`config.mk`:
```
export PLATFORM = sky130hd
export DESIGN_NAME = wft_ctrl
export DESIGN_NICKNAME = d
export VERILOG_FILES = /design/src/shared/wft_pkg.sv /design/src/core/wft_sync.sv /design/src/core/wft_flag_mux.sv /design/src/core/wft_ctrl.sv
export SDC_FILE = /design/constraint.sdc
export NUM_CORES = 1
export LEC_CHECK = 0
export BUFFER_PORTS_ARGS = -buffer_cell sky130_fd_sc_hd__buf_2
export CAP_MARGIN = 10
export CORE_AREA = 2 2 160 162
export DETAILED_ROUTE_END_ITERATION = 10
export DIE_AREA = 0 0 162 164
export PLACE_DENSITY = 0.55
export SLEW_MARGIN = 30
export SYNTH_ARGS = -nofsm -noshare
export SYNTH_HDL_FRONTEND = slang
export SYNTH_SLANG_ARGS = --single-unit
```
`constraint.sdc`:
```
create_clock -name mclk -period 3.2 [get_ports mclk]
set_clock_uncertainty 0.1 [all_clocks]
set_input_delay 0.16 -clock mclk [delete_from_list [all_inputs] [get_ports mclk]]
set_output_delay 0.16 -clock mclk [all_outputs]
set_load 0.005 [all_outputs]
```
`src/shared/wft_pkg.sv`:
```
package wft_pkg;

    // ------------------------------------------------------------
    // widths and counts
    // ------------------------------------------------------------
    localparam int NUM_EP = 4;
    localparam int ADDR_W = 16;
    localparam int DATA_W = 8;
    localparam int BUS_W = 16;
    localparam int TC_W = 32;

    // ------------------------------------------------------------
    // register offsets, per endpoint in order ep2, ep4, ep6, ep8
    // ------------------------------------------------------------
    localparam logic [15:0] OFS_FLAG_SELECT [NUM_EP] =
        '{16'he6d2, 16'he6da, 16'he6e2, 16'he6ea};
    localparam logic [15:0] OFS_FLAG_STOP [NUM_EP] =
        '{16'he6d3, 16'he6db, 16'he6e3, 16'he6eb};
    localparam logic [15:0] OFS_FIFO_TRIGGER [NUM_EP] =
        '{16'he6d4, 16'he6dc, 16'he6e4, 16'he6ec};
    // transaction count bytes, byte 3 first
    localparam logic [15:0] OFS_TC_BYTE [4] =
        '{16'he6ce, 16'he6cf, 16'he6d0, 16'he6d1};
    localparam logic [15:0] OFS_SINGLE_HIGH = 16'he6f0;
    localparam logic [15:0] OFS_SINGLE_LOW = 16'he6f1;
    localparam logic [15:0] OFS_SINGLE_LOW_QUIET = 16'he6f2;
    localparam logic [15:0] OFS_BUS_CONFIG = 16'he6f6;
    localparam logic [15:0] OFS_ENGINE_STATUS = 16'he6f7;

    // ------------------------------------------------------------
    // field positions and values
    // ------------------------------------------------------------
    localparam int FLAG_CHOICE_LSB = 0;
    localparam int STOP_BIT_POS = 0;
    localparam int WIDE_BIT_POS = 0;
    localparam logic [7:0] TRIGGER_WRITE_VALUE = 8'hff;
    localparam logic [1:0] FLAG_CHOICE_PROG = 2'h0;
    localparam logic [1:0] FLAG_CHOICE_EMPTY = 2'h1;
    localparam logic [1:0] FLAG_CHOICE_FULL = 2'h2;

    // ------------------------------------------------------------
    // values after reset
    // ------------------------------------------------------------
    localparam logic [1:0] FLAG_CHOICE_RESET = 2'h0;
    localparam logic STOP_RESET = 1'b0;
    localparam logic WIDE_RESET = 1'b0;
    localparam logic [31:0] TC_RESET = 32'h0000_0001;
    localparam logic [7:0] DATA_RESET = 8'h00;

    // ------------------------------------------------------------
    // types
    // ------------------------------------------------------------
    typedef struct packed {
        logic prog;
        logic empty;
        logic full;
    } wft_flags_type;

    typedef enum logic [1:0] {
        ST_IDLE = 2'b00,
        ST_RUN = 2'b01,
        ST_DONE = 2'b10
    } wft_state_type;

    typedef enum logic [1:0] {
        K_SINGLE_WR = 2'b00,
        K_SINGLE_RD = 2'b01,
        K_FIFO_WR = 2'b10,
        K_FIFO_RD = 2'b11
    } wft_kind_type;

endpackage : wft_pkg

```
`src/core/wft_sync.sv`:
```
`timescale 1ns/1ps
module wft_sync (
    input wire logic mclk,
    input wire logic rst_n,
    input wire logic ce,
    input wire logic [wft_pkg::BUS_W-1:0] async_in,
    output logic [wft_pkg::BUS_W-1:0] sync_out
);
    import wft_pkg::*;

    logic [BUS_W-1:0] meta_r;
    logic [BUS_W-1:0] meta_nxt;
    logic [BUS_W-1:0] sync_nxt;

    // ------------------------------------------------------------
    // two flip-flop synchroniser for the bus pins
    // ------------------------------------------------------------
    always_comb
    begin
        meta_nxt = async_in;
        sync_nxt = meta_r; // first stage feeds only the second
    end

    always_ff @(posedge mclk)
    begin
        if (!rst_n)
        begin
            meta_r <= '0;
            sync_out <= '0;
        end
        else if (ce)
        begin
            meta_r <= meta_nxt;
            sync_out <= sync_nxt;
        end
    end

endmodule : wft_sync

```
`src/core/wft_flag_mux.sv`:
```
`timescale 1ns/1ps
module wft_flag_mux (
    input wft_pkg::wft_flags_type [wft_pkg::NUM_EP-1:0] fifo_flags,
    input wire logic [wft_pkg::NUM_EP*2-1:0] flag_choice_field,
    output logic [wft_pkg::NUM_EP-1:0] engine_flag
);
    import wft_pkg::*;

    // ------------------------------------------------------------
    // one flag per endpoint reaches the engine
    // ------------------------------------------------------------
    for (genvar e = 0; e < NUM_EP; e++)
    begin : g_ep
        // selected flag replaces the others; reserved code gives zero
        always_comb
        begin
            case (flag_choice_field[e*2 +: 2])
                FLAG_CHOICE_PROG: engine_flag[e] = fifo_flags[e].prog;
                FLAG_CHOICE_EMPTY: engine_flag[e] = fifo_flags[e].empty;
                FLAG_CHOICE_FULL: engine_flag[e] = fifo_flags[e].full;
                default: engine_flag[e] = 1'b0;
            endcase
        end
    end

endmodule : wft_flag_mux

```
`src/core/wft_ctrl.sv`:
```
// Strobed register access was decided locally.
`timescale 1ns/1ps
// How it works
// - flag choice field routes one flag
// - engine sees only one flag per endpoint
// - stop bit set: selected flag ends transaction
// - writing ff to trigger starts fifo write
// - reading trigger register starts fifo read
// - high data register holds bus bits 15:8
// - low data access starts one transaction
// - transaction count reads show live progress
// - quiet low register transfers, never triggers
module wft_ctrl (
    input wire logic mclk,
    input wire logic rst_n,
    input wire logic ce,
    input wire logic [wft_pkg::ADDR_W-1:0] reg_addr,
    input wire logic [wft_pkg::DATA_W-1:0] reg_wdata,
    input wire logic reg_wr,
    input wire logic reg_rd,
    output logic [wft_pkg::DATA_W-1:0] reg_rdata,
    input wft_pkg::wft_flags_type [wft_pkg::NUM_EP-1:0] fifo_flags,
    output logic [wft_pkg::NUM_EP-1:0] engine_flag,
    input wire logic prog_end,
    input wire logic [wft_pkg::BUS_W-1:0] pdb_in,
    output logic [wft_pkg::BUS_W-1:0] pdb_out,
    output logic [wft_pkg::BUS_W-1:0] pdb_oe,
    input wire logic [wft_pkg::BUS_W-1:0] fifo_rdata,
    output logic fifo_pop,
    output logic fifo_push,
    output logic [wft_pkg::BUS_W-1:0] fifo_wdata,
    output logic [1:0] fifo_ep,
    output logic busy
);
    import wft_pkg::*;

    // ------------------------------------------------------------
    // state
    // ------------------------------------------------------------
    logic [NUM_EP*2-1:0] flag_sel_r;
    logic [NUM_EP*2-1:0] flag_sel_nxt;
    logic [NUM_EP-1:0] stop_r;
    logic [NUM_EP-1:0] stop_nxt;
    logic wide_r;
    logic wide_nxt;
    logic [7:0] data_hi_r;
    logic [7:0] data_hi_nxt;
    logic [7:0] data_lo_r;
    logic [7:0] data_lo_nxt;
    logic [TC_W-1:0] tc_r;
    logic [TC_W-1:0] tc_nxt;
    wft_state_type state_r;
    wft_state_type state_nxt;
    wft_kind_type kind_r;
    wft_kind_type kind_nxt;
    logic [1:0] ep_r;
    logic [1:0] ep_nxt;
    logic [BUS_W-1:0] out_r;
    logic [BUS_W-1:0] out_nxt;
    logic [BUS_W-1:0] oe_r;
    logic [BUS_W-1:0] oe_nxt;
    logic [7:0] rdata_r;
    logic [7:0] rdata_nxt;

    logic [BUS_W-1:0] bus_sync;
    logic start_req;
    wft_kind_type start_kind;
    logic [1:0] start_ep;
    logic [BUS_W-1:0] drive_mask;
    logic flag_stop;

    // ------------------------------------------------------------
    // helpers
    // ------------------------------------------------------------
    wft_sync u_sync (
        .mclk(mclk),
        .rst_n(rst_n),
        .ce(ce),
        .async_in(pdb_in),
        .sync_out(bus_sync)
    );

    wft_flag_mux u_flag_mux (
        .fifo_flags(fifo_flags),
        .flag_choice_field(flag_sel_r),
        .engine_flag(engine_flag)
    );

    // narrow mode drives only the low byte lanes
    assign drive_mask = wide_r ? 16'hffff : 16'h00ff;
    // selected flag ends a fifo transaction only when stop is enabled
    assign flag_stop = stop_r[ep_r] & engine_flag[ep_r];

    // ------------------------------------------------------------
    // register file and engine next state
    // ------------------------------------------------------------
    always_comb
    begin
        flag_sel_nxt = flag_sel_r;
        stop_nxt = stop_r;
        wide_nxt = wide_r;
        data_hi_nxt = data_hi_r;
        data_lo_nxt = data_lo_r;
        tc_nxt = tc_r;
        state_nxt = state_r;
        kind_nxt = kind_r;
        ep_nxt = ep_r;
        out_nxt = out_r;
        oe_nxt = oe_r;
        rdata_nxt = 8'h00;
        start_req = 1'b0;
        start_kind = K_SINGLE_WR;
        start_ep = 2'h0;
        fifo_pop = 1'b0;
        fifo_push = 1'b0;

        // software writes; busy engine keeps its count
        if (reg_wr)
        begin
            for (int e = 0; e < NUM_EP; e++)
            begin
                if (reg_addr == OFS_FLAG_SELECT[e])
                    flag_sel_nxt[e*2 +: 2] = reg_wdata[FLAG_CHOICE_LSB +: 2];
                else if (reg_addr == OFS_FLAG_STOP[e])
                    stop_nxt[e] = reg_wdata[STOP_BIT_POS];
                else if (reg_addr == OFS_FIFO_TRIGGER[e]
                        && reg_wdata == TRIGGER_WRITE_VALUE)
                begin
                    start_req = 1'b1;
                    start_kind = K_FIFO_WR;
                    start_ep = e[1:0];
                end
            end
            for (int b = 0; b < 4; b++)
            begin
                if (reg_addr == OFS_TC_BYTE[b] && state_r == ST_IDLE)
                    tc_nxt[(3-b)*8 +: 8] = reg_wdata;
            end
            if (reg_addr == OFS_SINGLE_HIGH)
                data_hi_nxt = reg_wdata;
            else if (reg_addr == OFS_SINGLE_LOW)
            begin
                data_lo_nxt = reg_wdata;
                start_req = 1'b1;
                start_kind = K_SINGLE_WR;
            end
            else if (reg_addr == OFS_SINGLE_LOW_QUIET)
                data_lo_nxt = reg_wdata;
            else if (reg_addr == OFS_BUS_CONFIG)
                wide_nxt = reg_wdata[WIDE_BIT_POS];
        end

        // software reads, answered in the next cycle
        if (reg_rd)
        begin
            for (int e = 0; e < NUM_EP; e++)
            begin
                if (reg_addr == OFS_FLAG_SELECT[e])
                    rdata_nxt = {6'h00, flag_sel_r[e*2 +: 2]};
                else if (reg_addr == OFS_FLAG_STOP[e])
                    rdata_nxt = {7'h00, stop_r[e]};
                else if (reg_addr == OFS_FIFO_TRIGGER[e])
                begin
                    start_req = 1'b1;
                    start_kind = K_FIFO_RD;
                    start_ep = e[1:0];
                end
            end
            for (int b = 0; b < 4; b++)
            begin
                if (reg_addr == OFS_TC_BYTE[b])
                    rdata_nxt = tc_r[(3-b)*8 +: 8];
            end
            if (reg_addr == OFS_SINGLE_HIGH)
                rdata_nxt = data_hi_r;
            else if (reg_addr == OFS_SINGLE_LOW)
            begin
                rdata_nxt = data_lo_r;
                start_req = 1'b1;
                start_kind = K_SINGLE_RD;
            end
            else if (reg_addr == OFS_SINGLE_LOW_QUIET)
                rdata_nxt = data_lo_r;
            else if (reg_addr == OFS_BUS_CONFIG)
                rdata_nxt = {7'h00, wide_r};
            else if (reg_addr == OFS_ENGINE_STATUS)
                rdata_nxt = {6'h00, state_r};
        end

        // waveform engine sequence
        case (state_r)
            ST_IDLE:
            begin
                oe_nxt = '0;
                if (start_req)
                begin
                    state_nxt = ST_RUN;
                    kind_nxt = start_kind;
                    ep_nxt = start_ep;
                end
            end
            ST_RUN:
            begin
                case (kind_r)
                    K_SINGLE_WR:
                    begin
                        out_nxt = {data_hi_r, data_lo_r} & drive_mask;
                        oe_nxt = drive_mask;
                        state_nxt = ST_DONE;
                    end
                    K_SINGLE_RD:
                    begin
                        data_lo_nxt = bus_sync[7:0];
                        if (wide_r)
                            data_hi_nxt = bus_sync[15:8];
                        state_nxt = ST_DONE;
                    end
                    default:
                    begin
                        if (flag_stop)
                            state_nxt = ST_DONE;
                        else
                        begin
                            if (kind_r == K_FIFO_WR)
                            begin
                                fifo_pop = 1'b1;
                                out_nxt = fifo_rdata & drive_mask;
                                oe_nxt = drive_mask;
                            end
                            else
                                fifo_push = 1'b1;
                            // live count, zero treated as one
                            if (tc_r <= TC_RESET)
                            begin
                                tc_nxt = '0;
                                state_nxt = ST_DONE;
                            end
                            else
                            begin
                                tc_nxt = tc_r - TC_RESET;
                                if (prog_end)
                                    state_nxt = ST_DONE;
                            end
                        end
                    end
                endcase
            end
            ST_DONE:
            begin
                oe_nxt = '0;
                state_nxt = ST_IDLE;
            end
            default:
            begin
                oe_nxt = '0;
                state_nxt = ST_IDLE;
            end
        endcase
    end

    // ------------------------------------------------------------
    // registers
    // ------------------------------------------------------------
    always_ff @(posedge mclk)
    begin
        if (!rst_n)
        begin
            flag_sel_r <= {NUM_EP{FLAG_CHOICE_RESET}};
            stop_r <= {NUM_EP{STOP_RESET}};
            wide_r <= WIDE_RESET;
            data_hi_r <= DATA_RESET;
            data_lo_r <= DATA_RESET;
            tc_r <= TC_RESET;
            state_r <= ST_IDLE;
            kind_r <= K_SINGLE_WR;
            ep_r <= 2'h0;
            out_r <= '0;
            oe_r <= '0;
            rdata_r <= 8'h00;
        end
        else if (ce)
        begin
            flag_sel_r <= flag_sel_nxt;
            stop_r <= stop_nxt;
            wide_r <= wide_nxt;
            data_hi_r <= data_hi_nxt;
            data_lo_r <= data_lo_nxt;
            tc_r <= tc_nxt;
            state_r <= state_nxt;
            kind_r <= kind_nxt;
            ep_r <= ep_nxt;
            out_r <= out_nxt;
            oe_r <= oe_nxt;
            rdata_r <= rdata_nxt;
        end
    end

    // ------------------------------------------------------------
    // outputs
    // ------------------------------------------------------------
    assign reg_rdata = rdata_r;
    assign pdb_out = out_r;
    assign pdb_oe = oe_r;
    assign fifo_wdata = bus_sync; // captured bus word
    assign fifo_ep = ep_r;
    assign busy = (state_r != ST_IDLE);

endmodule : wft_ctrl

```
== Word level (Yosys, flattened, before mapping) ==
Cells that the tools add are included.

* Register bits after elaboration: 139
* Output and inout port bits: 65
* Word-level logic and storage cells: 259

* Magnitude comparators: 2
* Equal/unequal tests: 39
* Reduce and logical (&&, ||, !) cells: 30
* Bitwise gates (word level): 11
* Add/sub/neg operators: 1
* Muxes and demuxes: 156

{| class="wikitable"
|+ Operator list
! operator !! count
|-
| 16-bit == test, second input constant || 21
|-
| 8-bit two-way mux || 31
|-
| 32-bit two-way mux || 5
|-
| 2-bit two-way mux || 59
|-
| 16-bit two-way mux || 6
|-
| 16-bit one-hot mux with 2 select lines || 2
|-
| 1-bit two-way mux || 46
|-
| 16-bit AND || 2
|-
| 32-bit by 1-bit <= comparator with 1-bit output, second input constant || 1
|-
| 32-bit by 1-bit subtractor with 32-bit output, second input constant || 1
|-
| 4-bit AND reduction || 5
|-
| 3-bit AND reduction || 6
|-
| 2-bit by 1-bit == test with 1-bit output, second input constant || 6
|-
| 2-bit logical NOT || 6
|-
| 1-bit one-hot mux with 3 select lines || 4
|-
| 2-bit == test, second input constant || 5
|-
| 8-bit == test, second input constant || 1
|-
| 1-bit logical AND || 8
|-
| 1-bit NOT || 8
|-
| 3-bit != test, second input constant || 2
|-
| 6-bit AND reduction || 1
|-
| 5-bit != test, second input constant || 1
|-
| 5-bit AND reduction || 1
|-
| 1-bit binary-select mux with 2-bit select || 2
|-
| other kinds (7) || 9
|}

== Longest topological paths before layout ==
Gate-level depths: netlist (run 1).

* Depth in word-level cells: 36
* Gate-level depth with buffers: 9
* Depth with buffers taken out: 8

== Modules after synthesis ==
Synthesis (run 1) repeated with hierarchy kept, for this count alone.

* Cell total of the unflattened synthesis: 905
* Area, all modules: 7,348.3 um^2

{| class="wikitable"
|+ Modules (own cells, without submodules)
! module !! instances !! cells an instance !! seq. area each (um^2) !! area each (um^2)
|-
| wft_ctrl || 1 || 790 || 1,861.8 || 6,014.5
|-
| wft_sync || 1 || 103 || 640.6 || 1,243.7
|-
| wft_flag_mux || 1 || 12 || 0.0 || 90.1
|}

== Worst setup path before layout (run 1) ==
No wires, ideal clock.

* Path kind: flip-flop to flip-flop
* From: register tc_r[24]
* To: register tc_r[2]
* Arrival: 2.554 ns
* Cell stages (with the launch flop): 9
* Path slack: 0.429 ns
* Path buffers: 2
* Cells stage by stage: dfxtp_1 > or4_1 > buf_2 > or4_4 > or4_4 > buf_6 > nand3b_1 > mux2i_1 > a32o_1

* Cells in the longest elaborated chain, start to end: 5

{| class="wikitable"
|+ Ends and longest elaborated chain
! element !! RTL line !! text
|-
| start: declaration || wft_ctrl.sv:50 || <nowiki>logic [TC_W-1:0] tc_r;</nowiki>
|-
| start signal: assignment || wft_ctrl.sv:288 || <nowiki>tc_r <= tc_nxt;</nowiki>
|-
| 32-bit by 1-bit <= comparator with 1-bit output || wft_ctrl.sv:233 || <nowiki>if (tc_r <= TC_RESET)</nowiki>
|-
| 32-bit two-way mux || wft_ctrl.sv:233 ||
|-
| 32-bit two-way mux || wft_ctrl.sv:220 || <nowiki>if (flag_stop)</nowiki>
|-
| 32-bit two-way mux || wft_ctrl.sv:204 || <nowiki>case (kind_r)</nowiki>
|-
| 32-bit two-way mux || wft_ctrl.sv:191 || <nowiki>case (state_r)</nowiki>
|}

Every way passes these cells.
A chain may end at the register's enable or synchronous reset.

== Final worst setup path (run 1) ==
* From: register tc_r[24]
* To: register state_r[0]

* Cells in the longest elaborated chain, start to end: 5

{| class="wikitable"
|+ Ends and longest elaborated chain
! element !! RTL line !! text
|-
| 32-bit by 1-bit <= comparator with 1-bit output * || wft_ctrl.sv:233 ||
|-
| 2-bit two-way mux || wft_ctrl.sv:233 ||
|-
| 2-bit two-way mux || wft_ctrl.sv:220 ||
|-
| 2-bit two-way mux || wft_ctrl.sv:204 ||
|-
| 2-bit one-hot mux with 2 select lines || wft_ctrl.sv:191 ||
|-
| end signal: assignment || wft_ctrl.sv:289 || <nowiki>state_r <= state_nxt;</nowiki>
|-
| end: declaration || wft_ctrl.sv:52 || <nowiki>wft_state_type state_r;</nowiki>
|}

Every way passes the cells marked *; elsewhere a longest branch is shown, timed or not.

==> results of run 1 <==
## worst max-delay path: stages (launching register included)
cell and delay (ns):
sky130_fd_sc_hd__dfxtp_1 0.38, sky130_fd_sc_hd__or4_1 0.57, sky130_fd_sc_hd__or4_4 0.55, sky130_fd_sc_hd__nor4_2 0.35
sky130_fd_sc_hd__a211o_2 0.50, sky130_fd_sc_hd__o21ai_0 0.22, sky130_fd_sc_hd__a31o_2 0.29
## Yosys cell counts, drive strengths merged (22+ instances only)
cell type / number / area share [%]
o21ai: 75 / 5.1
a21oi: 42 / 2.8
dfxtp: 125 / 34
nand2: 72 / 3.7
clkbuf: 55 / 2.8
a32o: 22 / 3.0
mux2i: 90 / 12
buf: 24 / 2.3
nand3: 43 / 2.9
nor3: 27 / 1.8
nor2: 101 / 5.1
## registers in the layout, summed over array words and instances (netlist names), 8 cells and up
| name | flops |
|---|---|
| data_hi_r | 8 |
| data_lo_r | 8 |
| flag_sel_r | 8 |
| pdb_out | 16 |
| reg_rdata | 8 |
| tc_r | 32 |
| u_sync.meta_r | 16 |
| u_sync.sync_out | 16 |
## stage by stage
stage / setup TNS (ns) / cell area (sq um) / util [%] / setup WS (ns)
6_report: 0 / 9208 / 37.10 / 0.1349
5_1_grt: -0.02119 / 9208 / 37.10 / -0.02119
4_1_cts: 0 / 9205 / 37.09 / 0.1895
2_1_floorplan: 0 / 7391 / - / 0.4287
3_5_place_dp: 0 / 8414 / 33.90 / 0.2023
3_3_place_gp: 0 / 8414 / 33.90 / 0.2294
## routing by layer
| layer | global-route usage (%) | share of wire, % |
|---|---|---|
| met5 | 0 | 0 |
| met4 | 8.568 | 3.7 |
| met3 | 4.747 | 7.5 |
| met2 | 33.56 | 46 |
| met1 | 26.21 | 42 |
## layout make-up
| type | count | area (sq um) | share of cell area (%) |
|---|---|---|---|
| inverter | 17 | 63.81 | 0.6930 |
| tap | 330 | 412.9 | 4.484 |
| timing repair buffer | 196 | 1214 | 13.18 |
| multi-input combinational | 694 | 4464 | 48.48 |
| clock inverter | 11 | 83.83 | 0.9104 |
| sequential | 125 | 2502 | 27.18 |
| clock buffer | 20 | 466.7 | 5.069 |
## cells by family after synthesis
kind of cell	count (synthesis)	share of synthesized area, %
adders and majority gates	2	0.3385
and+or+nand+nor	354	24.04
xor gates and xnor gates	1	0.1185
DFF	125	33.86
buffers and inverters	96	5.925
AOI/OAI and AO/OA	232	21.09
muxes	105	14.63
## power groups by stage
| stage | Combinational, mW | Clock [mW] | Sequential [mW] |
|---|---|---|---|
| 5_1_grt | 0.310 | 1.93 | 1.59 |
| 2_1_floorplan | 0.138 | 0 | 1.62 |
| 4_1_cts | 0.282 | 1.86 | 1.59 |
| 6_report | 0.286 | 1.82 | 1.59 |
| 3_3_place_gp | 0.258 | 0 | 1.62 |
| 3_5_place_dp | 0.259 | 0 | 1.62 |
## what timing repair did
| item | in CTS | in global routing |
|---|---|---|
| hold endpoints to repair | 24 | 0 |
| hold buffers | 24 | 0 |
| setup endpoints to repair | 0 | 1 |
## worst max-delay path by stage
stage                     startpoint    endpoint  slack (ns)  cells past startpoint
final                       tc_r[24]  state_r[0]        0.13                      6
after global routing        tc_r[24]  state_r[0]       -0.02                      6
after CTS                   tc_r[24]  state_r[0]        0.19                      6
after detailed placement    tc_r[24]  state_r[0]        0.20                      6
after global placement      tc_r[24]  state_r[0]        0.23                      6
after floorplan             tc_r[24]     tc_r[2]        0.43                      8
==> run_results.csv, run 1 <==
group,metric,value,unit
outcome,status,"complete, no violations",
synthesis,synth_enable_flop_cells,0,
cells_and_area,fraction_of_final_layout_cells_sized_beyond_drive_strength_1,21.92,%
cells_and_area,synthToLayoutAreaGrowth,24.58,%
synthesis,syn_nets,991,
global_route,first_global_vias,7494,
sta,finalWorstPathRequiredPeriod,3.065,ns
route,wl,27470,microns
global_route,wire_length_of_the_first_global_routing_pass,42360,microns
cts,cts-root-to-sink-buffers,2,
sta,timing_hold_violations_final,0,
job,max_cap_viol_count,0,
critical_path,setup.worst_path.end_class,"flip-flop",
sta,final_min_period_over_clock_period,95.78,%
sta,report.final.slew_viol_count,0,
cells_and_area,most-common-layout-cells,"137 x sky130_fd_sc_hd__buf_2, 125 x sky130_fd_sc_hd__dfxtp_1, 100 x sky130_fd_sc_hd__nor2_1",
sta,tightest_slew,0.9798,ns
floorplan,die_width,162,microns
synthesis,ys_seq_elements,125,
synthesis,synth_flop_cell,"sky130_fd_sc_hd__dfxtp_1",
sta,finalSetupViolCount,0,
global_route,largest_net_degree_at_the_start_of_global_routing,90,
critical_path,r2r_start,"tc_r[24]",
power,worst_ir_drop_vdd,363.1,uV
place,place.detailed.hpwl,19360,microns
cts,root_buffer,"sky130_fd_sc_hd__clkbuf_16",
route,drt_pre_antenna_iters,6,
synthesis,syn-cell-area,7391,sq um
cts,clk_pin_slew,0.06,ns
floorplan,chipHeight,164,microns
floorplan,coreArea,24820,sq um
power,sequentialPowerShare,43.1,%
place,placement.io_buffers,138,
floorplan,floorplan.die_area,26570,sq um
critical_path,worst-endpoint-required,3.42,ns
route,detailedRoute.firstIterationViolations,637,
power,powerDensity,401.1,nW/um^2
worst_hold_path,hp-start,"prog_end",
place,place_inst,1338,
worst_hold_path,worst_hold_path.endpoint,"state_r[1]",
cells_and_area,layout.nets,1127,
route,drt_drc_violations_left,0,
cells_and_area,final.fill_count,2641,
power,cellLeakagePower,3.997,nW
worst_hold_path,hold_depth,3,
floorplan,initial_utilization,29.78,%
synthesis,asyncSetResetFlopFracSynth,0,%
global_route,antenna_violations_before_repair,0,
sta,holdWs,0.04282,ns
critical_path,critPathLaunchType,"flip-flop",
cts,cts-buffers-inserted,17,
cts,insertion_delay,0.43,ns
route,drt-wirelength-per-cell,19.72,microns
power,power.total,3.693,mW
sta,grt_setup_unrepaired,"true",
floorplan,io-pin-count,139,
route,antenna_left,0,
route,vias,7808,
cells_and_area,final_common_cell,"sky130_fd_sc_hd__buf_2",
synthesis,synthDistinctLibCells,64,
power,p_switching,0.9527,mW
critical_path,worst-r2r-setup-slack,0.13,ns
synthesis,ys_warn_count,0,
synthesis,avgSynthCellArea,8.077,sq um
power,p_int,2.741,mW
critical_path,rr_endpoint,"state_r[0]",
critical_path,worst-r2r-cell-count,6,
sta,slew-limit-headroom,32.99,%
worst_hold_path,min-delay-path-class,"input port to flip-flop",
critical_path,critical_path_arrival,3.28,ns
synthesis,ys_seq_area_share,33.86,%
synthesis,synth_cells,915,
power,power_switching_share,25.79,%
critical_path,worstSetupPathType,"flip-flop to flip-flop",
power,clock_power_share,49.2,%
power,combinationalPowerShare,7.7,%
floorplan,placementRows,58,
cells_and_area,final_cells,1393,
cts,cts_tree,"done",
critical_path,critPathMaxFanout,22,
global_route,grt-ovfl-total,0,
cts,post_cts_sizing_count,0,
place,gp_congestion,0.9449,
route,detail_route.vias_per_cell,5.605,
sta,timing.fmax,326.3,MHz
cts,tritoncts_num_sinks,125,
cts,cts_setup_buffers,0,
cts,maximum_level_of_the_cts_h_tree,4,
global_route,grt_use_total,20.58,%
cells_and_area,number_of_antenna_cells_inserted,0,
(Power assumes the default switching activity.)
==> inputs of run 2 (changes only) <==
--- a/config.mk
+++ b/config.mk
@@ -7,10 +7,11 @@
 export LEC_CHECK = 0
 export BUFFER_PORTS_ARGS = -buffer_cell sky130_fd_sc_hd__buf_2
 export CAP_MARGIN = 10
-export CORE_AREA = 2 2 160 162
+export CORE_AREA = 2 2 119 121
 export DETAILED_ROUTE_END_ITERATION = 10
-export DIE_AREA = 0 0 162 164
-export PLACE_DENSITY = 0.55
+export DIE_AREA = 0 0 121 123
+export HOLD_SLACK_MARGIN = 0.15
+export PLACE_DENSITY = 0.86
 export SLEW_MARGIN = 30
 export SYNTH_ARGS = -nofsm -noshare
 export SYNTH_HDL_FRONTEND = slang
==> run_results.csv, run 2 (same netlist as run 1, synthesis figures left out) <==
group,metric,value,unit
sta,final_min_period_over_clock_period,93.65,%
power,powerDensity,403.0,nW/um^2
cells_and_area,most-common-layout-cells,"137 x sky130_fd_sc_hd__buf_2, 125 x sky130_fd_sc_hd__dfxtp_1, 101 x sky130_fd_sc_hd__nor2_1",
power,clock_power_share,48.8,%
sta,report.final.slew_viol_count,0,
sta,timing.fmax,333.7,MHz
route,wl,27980,microns
sta,finalSetupViolCount,0,
critical_path,worst-r2r-cell-count,6,
sta,slew-limit-headroom,43.43,%
worst_hold_path,min-delay-path-class,"input port to flip-flop",
power,power_switching_share,26.38,%
cells_and_area,fraction_of_final_layout_cells_sized_beyond_drive_strength_1,21.49,%
cts,tritoncts_num_sinks,125,
cells_and_area,final_common_cell,"sky130_fd_sc_hd__buf_2",
critical_path,critical_path_buf_inv_count,0,
sta,grt_setup_unrepaired,"false",
critical_path,setup.worst_path.end_class,"flip-flop",
power,sequentialPowerShare,42.7,%
critical_path,critical-path-top-delay-family,"simple AND/OR/NAND/NOR gates",
global_route,largest_net_degree_at_the_start_of_global_routing,52,
worst_hold_path,hold_depth,5,
cts,cts-root-to-sink-buffers,2,
critical_path,worstSetupPathType,"flip-flop to flip-flop",
floorplan,coreArea,13610,sq um
cts,cts_tree,"done",
cts,root_buffer,"sky130_fd_sc_hd__clkbuf_16",
floorplan,initial_utilization,54.30,%
place,worst_slack_at_placement,0.2462,ns
critical_path,worst-endpoint-required,3.42,ns
critical_path,cp_slowest_stage_delay,0.56,ns
global_route,wire_length_of_the_first_global_routing_pass,43210,microns
cells_and_area,final.fill_count,1042,
sta,tightest_slew,0.8272,ns
cts,maximum_level_of_the_cts_h_tree,4,
power,cellLeakagePower,4.097,nW
cells_and_area,max_flop_register,"tc_r",
critical_path,worst-r2r-setup-slack,0.20,ns
sta,timing_hold_violations_final,0,
route,drt-wirelength-per-cell,22.05,microns
cts,clk_pin_slew,0.06,ns
critical_path,critical_path_arrival,3.22,ns
critical_path,cp_num_cells,6,
power,combinationalPowerShare,8.5,%
global_route,first_global_vias,8241,
sta,finalWorstPathRequiredPeriod,2.997,ns
floorplan,floorplan.die_area,14880,sq um
route,drt_drc_violations_left,0,
route,vias,8555,
global_route,antenna_violations_before_repair,0,
critical_path,critPathMaxFanout,22,
global_route,grt-ovfl-total,0,
job,max_cap_viol_count,0,
cells_and_area,ff_latch_area,2502,sq um
power,worst_ir_drop_vdd,415.3,uV
route,detail_route.vias_per_cell,6.742,
floorplan,io-pin-count,139,
route,detailedRoute.firstIterationViolations,1281,
critical_path,critical_path.cell_chain,"or4_1 -> or4_4 -> nor4_2 -> a211o_2 -> o21ai_0 -> a31o_2",
power,p_switching,0.9832,mW
critical_path,crit_path_top_delay_cell,"sky130_fd_sc_hd__or4_1",
cells_and_area,multi_input_area,4464,sq um
cells_and_area,largest_reg_flops,32,
cells_and_area,layout.nets,1152,
place,gp_congestion,1.043,
place,place.detailed.hpwl,17570,microns
cts,cts-buffers-inserted,17,
critical_path,critPathLaunchType,"flip-flop",
route,antenna_left,0,
route,drt_pre_antenna_iters,6,
power,p_int,2.744,mW
outcome,status,"complete, no violations",
sta,setup-tns-final,0,ns
floorplan,chipHeight,123,microns
global_route,grt_use_total,37.40,%
cells_and_area,number_of_antenna_cells_inserted,0,
floorplan,placementRows,43,
cells_and_area,synthToLayoutAreaGrowth,25.12,%
cts,insertion_delay,0.43,ns
sta,finalWorstSetupSlack,0.2032,ns
floorplan,die_width,121,microns
place,placement.io_buffers,138,
-- run 2: cell types whose count changed in the layout (fill, tap and decap cells not counted), sizes merged --
cell / before / now
dlygate4sd3: 24 / 47
buf: 172 / 174
clkbuf: 20 / 21
clkinv: 4 / 5
clkinvlp: 4 / 3
-- run 2: what timing repair did --
item / in CTS / in global routing
gates resized for setup: 0 / 1
setup endpoints to repair: 0 / 1
setup buffers: 0 / 0
hold buffers: 47 / 0
hold endpoints to repair: 62 / 0
-- run 2: worst register-to-register path, cell delays in order, from the launching register on --
cell,delay (ns)
sky130_fd_sc_hd__dfxtp_1,0.38
sky130_fd_sc_hd__or4_1,0.56
sky130_fd_sc_hd__or4_4,0.55
sky130_fd_sc_hd__nor4_2,0.35
sky130_fd_sc_hd__a211o_2,0.47
sky130_fd_sc_hd__o21ai_0,0.21
sky130_fd_sc_hd__a31o_2,0.28
-- run 2: worst paths after layout --
path	from	endpoint
max	tc_r[24]	state_r[0]
min	reg_wr	wide_r
max reg2reg	tc_r[24]	state_r[0]
min reg2reg	reg_rdata[3]	reg_rdata[3]
-- run 2: stage by stage --
step	std cells	power, mW	instance area (sq um)	hold slack, ns	utilization [%]
global placement	1190	1.870	8229	0.2932	60.46
finish	1269	3.727	9248	0.2018	67.94
floorplan	915	1.759	7391	0.2072	-
detailed placement	1190	1.876	8229	0.3058	60.46
CTS	1269	3.680	9245	0.1829	67.92
global route	1269	3.785	9248	0.2392	67.94
-- run 2: cell type report --
type	count	share of cell area, %
multi-input cells	694	48.27
repair buffers	221	15.64
clock inverters	11	0.9200
well taps	180	2.435
clock buffers	21	4.979
flip-flops and latches	125	27.06
inverters	17	0.6900
-- run 2: power by group through the flow --
stage	logic, mW	clock network (mW)	registers (mW)
after floorplan	0.138	0	1.62
final	0.316	1.82	1.59
after global routing	0.333	1.86	1.59
after global placement	0.247	0	1.62
after detailed placement	0.252	0	1.62
after CTS	0.297	1.79	1.59
-- run 2: metal layers --
| layer | vias up | global-route usage, % | share of wire (%) |
|---|---|---|---|
| li1 | 3729 | - | - |
| met1 | 3939 | 44.45 | 37 |
| met2 | 686 | 60.29 | 46 |
| met3 | 201 | 8.902 | 11 |
| met4 | 0 | 24.93 | 6.6 |
| met5 | - | 0 | 0 |
